### config.mk
export PLATFORM = sky130hd
export DESIGN_NAME = arss_result_sleep
export DESIGN_NICKNAME = d
export VERILOG_FILES = /design/src/hw/arss_result_sleep.v
export VERILOG_INCLUDE_DIRS = /design/src /design/src/inc
export SDC_FILE = /design/constraint.sdc
export NUM_CORES = 1
export LEC_CHECK = 0
export BUFFER_PORTS_ARGS = -buffer_cell sky130_fd_sc_hd__buf_2
export CAP_MARGIN = 20
export CORE_ASPECT_RATIO = 1.2
export CORE_MARGIN = 2
export CORE_UTILIZATION = 25
export CTS_CLUSTER_DIAMETER = 100
export DETAILED_ROUTE_END_ITERATION = 6
export SYNTH_ARGS = -nofsm -noshare
export SYNTH_HDL_FRONTEND = slang
export SYNTH_SLANG_ARGS = --single-unit
### constraint.sdc
create_clock -name i_clock -period 3.4 [get_ports i_clock]
set_clock_uncertainty 0.1 [all_clocks]
set_input_delay 0.68 -clock i_clock [delete_from_list [all_inputs] [get_ports i_clock]]
set_output_delay 0.68 -clock i_clock [all_outputs]
set_load 0.03 [all_outputs]
### src/inc/arss_defs.vh
`ifndef ARSS_DEFS_VH
`define ARSS_DEFS_VH
// reference selection codes
`define ARSS_REF_EXT 2'h0
`define ARSS_REF_SUPPLY 2'h1
`define ARSS_REF_INT 2'h3
// result widths and limits
`define ARSS_RES_W 10
`define ARSS_SE_MAX 10'h3ff
`define ARSS_SE_MIN 10'h000
`define ARSS_DIFF_MAX 10'h1ff
`define ARSS_DIFF_MIN 10'h200
`define ARSS_SIGN_POS 9
// byte presentation
`define ARSS_BYTE_W 8
`define ARSS_BYTE_ZERO 8'h00
`define ARSS_LJ_PAD 6'h00
`define ARSS_RJ_PAD 6'h00
// raw input widths: single-ended 11 bits, differential 12 bits signed
`define ARSS_SE_RAW_W 11
`define ARSS_DF_RAW_W 12
// sleep state codes
`define ARSS_SLP_NONE 2'h0
`define ARSS_SLP_IDLE 2'h1
`define ARSS_SLP_QUIET 2'h2
`define ARSS_SLP_OTHER 2'h3
`endif

### src/hw/arss_result_sleep.v
// Function
// hold result in low/high bytes when done
// single-ended code is vin*1024/vref
// 0x000 ground, 0x3ff reference minus one
// overrange single-ended input clamps at 0x3ff
// differential code is diff*gain*512/vref
// differential two's complement 0x200 to 0x1ff
// top result bit flags negative difference
// reference from supply, internal or pin
// software enables, idles, single mode, irq on
// quiet or idle sleep starts conversion
// completion interrupt wakes halted processor
// other wake lets conversion finish, irq raised
// no auto disable in other sleep states
// software clears enable before deep sleep
// software re-enables for differential after wake
// software discards first result after switch
// software measures offset with same channels
// port pins quiet during conversion
// result and done flag set together; result bytes and sign bit follow the flag one clock later
// left-justify bit aligns result left
// result held until next completion
`timescale 1ns/10ps
`include "arss_defs.vh"
module arss_result_sleep (
    input wire i_clock,
    input wire i_rst_n,
    input wire i_converter_enable_bit,
    input wire i_left_justify_bit,
    input wire i_differential,
    input wire [1:0] i_ref_select,
    input wire i_single_mode,
    input wire i_irq_enable,
    input wire i_start,
    input wire i_flag_clear,
    input wire [1:0] i_sleep_state,
    input wire i_cpu_halted,
    input wire i_conv_done,
    input wire [`ARSS_SE_RAW_W-1:0] i_se_raw,
    input wire signed [`ARSS_DF_RAW_W-1:0] i_df_raw,
    output reg o_conv_start,
    output reg o_busy,
    output reg [1:0] o_ref_sel,
    output reg [7:0] o_result_low_byte,
    output reg [7:0] o_result_high_byte,
    output reg o_result_sign_bit,
    output reg o_conversion_done_flag,
    output reg o_irq,
    output reg o_wake
);
    reg [`ARSS_RES_W-1:0] result_r;
    reg [`ARSS_RES_W-1:0] code_nxt;
    reg sleep_arm_r;
    reg sleep_arm_nxt;
    reg conv_start_nxt;
    reg busy_nxt;
    reg [1:0] ref_sel_nxt;
    reg flag_nxt;
    reg irq_nxt;
    reg wake_nxt;
    reg [2*`ARSS_BYTE_W-1:0] bytes_nxt;
    wire [`ARSS_RES_W-1:0] se_code_w;
    wire [`ARSS_RES_W-1:0] df_code_w;
    wire quiet_sleep;
    wire sleep_start;
    wire done;

    // clamp single-ended raw count into code range
    function [`ARSS_RES_W-1:0] se_code;
        input [`ARSS_SE_RAW_W-1:0] raw;
        begin
            if (raw > {1'b0, `ARSS_SE_MAX}) begin
                se_code = `ARSS_SE_MAX;
            end else begin
                se_code = raw[`ARSS_RES_W-1:0];
            end
        end
    endfunction

    // saturate signed differential count into two's complement code
    function [`ARSS_RES_W-1:0] df_code;
        input signed [`ARSS_DF_RAW_W-1:0] raw;
        begin
            if (raw > $signed({2'b00, `ARSS_DIFF_MAX})) begin
                df_code = `ARSS_DIFF_MAX;
            end else if (raw < $signed({2'b11, `ARSS_DIFF_MIN})) begin
                df_code = `ARSS_DIFF_MIN;
            end else begin
                df_code = raw[`ARSS_RES_W-1:0];
            end
        end
    endfunction

    // place the code across the two bytes per justify bit
    function [2*`ARSS_BYTE_W-1:0] place_bytes;
        input [`ARSS_RES_W-1:0] code;
        input left;
        begin
            if (left) begin
                place_bytes = {code, `ARSS_LJ_PAD};
            end else begin
                place_bytes = {`ARSS_RJ_PAD, code};
            end
        end
    endfunction

    assign se_code_w = se_code(i_se_raw);
    assign df_code_w = df_code(i_df_raw);

    assign quiet_sleep = (i_sleep_state == `ARSS_SLP_IDLE) ||
                         (i_sleep_state == `ARSS_SLP_QUIET);
    // start once halted in a quiet state, with software preconditions
    assign sleep_start = quiet_sleep && i_cpu_halted && sleep_arm_r &&
                         i_converter_enable_bit && !o_busy &&
                         i_single_mode && i_irq_enable;
    assign done = o_busy && i_conv_done && i_converter_enable_bit;

    // pick the code of the active input kind
    always @* begin
        if (i_differential) begin
            code_nxt = df_code_w;
        end else begin
            code_nxt = se_code_w;
        end
    end

    // start pulse; one auto start per sleep entry, rearm when awake
    always @* begin
        conv_start_nxt = (i_start || sleep_start) && !o_busy &&
                         i_converter_enable_bit;
        sleep_arm_nxt = sleep_arm_r;
        if (sleep_start) begin
            sleep_arm_nxt = 1'b0;
        end else if (!i_cpu_halted) begin
            sleep_arm_nxt = 1'b1;
        end
    end

    // enable only drops by software, never by sleep state
    always @* begin
        busy_nxt = o_busy;
        if (!i_converter_enable_bit) begin
            busy_nxt = 1'b0;
        end else if (o_conv_start) begin
            busy_nxt = 1'b1;
        end else if (done) begin
            busy_nxt = 1'b0;
        end
        // reference locked while converting
        ref_sel_nxt = o_ref_sel;
        if (!o_busy) begin
            ref_sel_nxt = i_ref_select;
        end
    end

    // set wins over clear; request raised whoever woke the processor
    always @* begin
        flag_nxt = o_conversion_done_flag;
        if (done) begin
            flag_nxt = 1'b1;
        end else if (i_flag_clear) begin
            flag_nxt = 1'b0;
        end
        irq_nxt = flag_nxt && i_irq_enable;
        wake_nxt = done && i_irq_enable && i_cpu_halted;
    end

    always @(posedge i_clock or negedge i_rst_n) begin
        if (!i_rst_n) begin
            sleep_arm_r <= 1'b1;
            o_conv_start <= 1'b0;
            o_busy <= 1'b0;
            o_ref_sel <= `ARSS_REF_EXT;
            o_conversion_done_flag <= 1'b0;
            o_irq <= 1'b0;
            o_wake <= 1'b0;
        end else begin
            o_conv_start <= conv_start_nxt;
            sleep_arm_r <= sleep_arm_nxt;
            o_busy <= busy_nxt;
            o_ref_sel <= ref_sel_nxt;
            o_conversion_done_flag <= flag_nxt;
            o_irq <= irq_nxt;
            o_wake <= wake_nxt;
        end
    end

    // result kept until the next completion
    always @(posedge i_clock or negedge i_rst_n) begin
        if (!i_rst_n) begin
            result_r <= `ARSS_SE_MIN;
        end else begin
            if (done) begin
                result_r <= code_nxt;
            end
        end
    end

    // byte presentation follows justify bit on the next clock edge
    always @* begin
        bytes_nxt = place_bytes(result_r, i_left_justify_bit);
    end

    always @(posedge i_clock or negedge i_rst_n) begin
        if (!i_rst_n) begin
            o_result_low_byte <= `ARSS_BYTE_ZERO;
            o_result_high_byte <= `ARSS_BYTE_ZERO;
            o_result_sign_bit <= 1'b0;
        end else begin
            o_result_low_byte <= bytes_nxt[`ARSS_BYTE_W-1:0];
            o_result_high_byte <=
                bytes_nxt[2*`ARSS_BYTE_W-1:`ARSS_BYTE_W];
            o_result_sign_bit <= result_r[`ARSS_SIGN_POS];
        end
    end
endmodule // arss_result_sleep

==> flow_summary.yaml <==
drt:
  wl_met3_um: 208
  wirelength_um: 3070
  vias: 1072
  postRouteAntennaNets: 0
  vias_per_cell: 4.41
  first_pass_iters: 4
  wl_per_cell_um: 12.6
  drcViolationCount: 0
  drtIter0Drc: 37
  highest_layer: "met4"
  wl_met1_um: 1400
  wl_met2_um: 1390
floorplanning:
  num_rows: 30
  die_w_um: 73.1
  start_util: 0.256
  core_area_um2: 5590
  die_h_um: 86.9
  io_pins: 62
  die-area_um2: 6350
sta:
  rsz0062_at_grt: "no"
  slew_viol_final: 0
  fin_crit_ns: 1.76
  finalSetupViolations: 0
  tightest_slew_ns: 0.752
  fmax_mhz: 568
  hold_violations: 0
  finalSetupTns_ns: 0
  slew_headroom: 0.499
  fin_crit_sh: 0.518
global_route:
  grt_max_degree: 36
  grt_pass1_wl_um: 4590
  grt_pass1_vias: 951
  grtUsageTotal: 0.0963
  antenna_found_initial: 0
  grt.overflow.total: 0
setup_path:
  path_cells: "buf_2"
  cp_num_buf_inv: 1
  cpPeakStageDelay_ns: 0.46
  start_kind: "flop"
  cp-end-kind: "output pin"
  slowest_stage: "dfrtp_1"
  cp.arrival_ns: 0.98
  worst-setup-path-type: "reg -> out"
  worst_ep_required_time_ns: 2.62
  path_delay_family: "flip-flops"
  worstPathMaxFanout: 7
pwr:
  ir_drop_v: 0.000155
  power_leakage_nw: 0.908
  power_density_nw_per_um2: 595
yosys:
  synthesis.area_um2: 1430
  synth.distinct_cells: 29
  synth_area_leaders: "dfrtp_1 (59%), o211ai_1 (4.7%), o21bai_1 (4.7%)"
  synth-main-ff-cell: "dfrtp_1"
  synthesis.nets: 157
  synth_async_sr_flop_share: 1.00
  synth_cells: 119
  ys_seq_area_frac: 0.613
  yosys.area.top_type: "dfrtp_1"
  synth.avg_cell_area_um2: 12.0
  synth_common_cells: "dfrtp_1 (34), nor2_1 (10), a31oi_1 (9), o211ai_1 (9), o21bai_1 (9)"
  synth_most_common_cell: "dfrtp_1"
  synth_edf_count: 0
  ys_ff_latch: 35
  yosys_warnings: 0
  synth.top_cell.area_share: 0.594
placed_design:
  dpl.hpwl_um: 2260
  place_congestion: 0.758
  dpl_cell_area_um2: 1760
  numPortBuffers: 61
clocking:
  insertion_delay_ns: 0.28
  cts.sinks: 35
  ctsHoldBuffers: 0
  cts-root-buf: "clkbuf_8"
  cts.repair.resized: 0
  clock_path_buffers: 2
  cts-buffers-inserted: 5
  cts_tree: "yes"
  post_cts_buffers: 0
  clk_pin_slew_ns: 0.06
  h-tree-depth: 2
finish:
  syn_to_final_growth_pct: 28.9
  final_area_um2: 1850
  fin_util: 0.330
  antenna_cells: 0
  layout-drive-gt1-share: 0.430
  nets: 216
outcome:
  status: "finished, final reports clean"
min_path:
  worstHoldPathType: "reg -> reg"
job:
  cap_violations: 0
-- worst paths after layout --
kind	startpoint	to	slack (ns)	cells after the start
max	o_busy	o_busy	1.64	1
min	place_bytes.code[9]	o_result_sign_bit	0.35	0
max reg2reg	sleep_arm_r	o_conv_start	2.06	3
min reg2reg	place_bytes.code[9]	o_result_sign_bit	0.35	0
max in group asynchronous	i_rst_n	o_result_high_byte[5]	2.35	1
min in group asynchronous	i_rst_n	o_irq	0.37	1
-- flip-flops by register name, indices dropped and copies added, names as in the netlist --
signal and count:
place_bytes.code 10, o_result_high_byte 8, o_result_low_byte 8, o_ref_sel 2, o_busy 1, o_conv_start 1
o_conversion_done_flag 1, o_irq 1, o_result_sign_bit 1, o_wake 1, sleep_arm_r 1
-- layout make-up --
| type | count | area, um^2 |
|---|---|---|
| Tap cell | 64 | 80.1 |
| Clock inverter | 1 | 5.00 |
| Multi-Input combinational cell | 72 | 490 |
| Inverter | 3 | 11.3 |
| Timing Repair Buffer | 61 | 305 |
| Fill cell | 566 | 3750 |
| Clock buffer | 7 | 76.3 |
| Sequential cell | 35 | 877 |
-- logic make-up after synthesis --
kind of cell / synth area share
AO/OA/AOI/OAI: 0.173
AND/OR/NAND/NOR: 0.116
multiplexers: 0.0472
XOR/XNOR: 0.00612
buffers and inverters: 0.0446
flip-flops: 0.613
-- layout by cell type, fill, tap and decap left out --
master and n:
buf_2 61, dfrtp_1 34, nor2_1 10, o211ai_1 9
o21bai_1 9, a31oi_1 9, and2_1 7, mux2_2 6
nor2b_1 6, clkbuf_8 5, inv_1 3, nand2_1 2
clkbuf_1 2, xnor2_1 1, nand4_1 1, nor4b_1 1
o211a_1 1, nand3_1 1, o21ai_0 1, and3_2 1
and3_1 1, o21ba_2 1, a21bo_2 1, o21a_1 1
a21oi_1 1, nand2b_1 1, o311ai_1 1, clkinv_2 1
dfstp_2 1
-- where the power goes --
| group | switching (mW) | internal, mW |
|---|---|---|
| logic | 0.175 | 0.104 |
| registers | 0.0420 | 0.498 |
| clock network | 0.135 | 0.143 |
| total | 0.352 | 0.746 |
-- per-layer routing --
metal  GRT usage  vias up
li1            -      540
met1       0.129      484
met2       0.137       41
met3      0.0394        7
met4      0.0404        0
met5           0        -
-- metrics by stage --
step	cells	hold slack [ns]	setup slack, ns	total power, mW
2_1_floorplan	119	0.283	1.92	0.728
3_3_place_gp	235	0.327	1.78	0.828
5_1_grt	243	0.351	1.60	1.17
4_1_cts	243	0.342	1.63	1.11
6_report	243	0.349	1.64	1.10
3_5_place_dp	235	0.332	1.71	0.832
No activity file was read; power rests on OpenSTA's default activity.
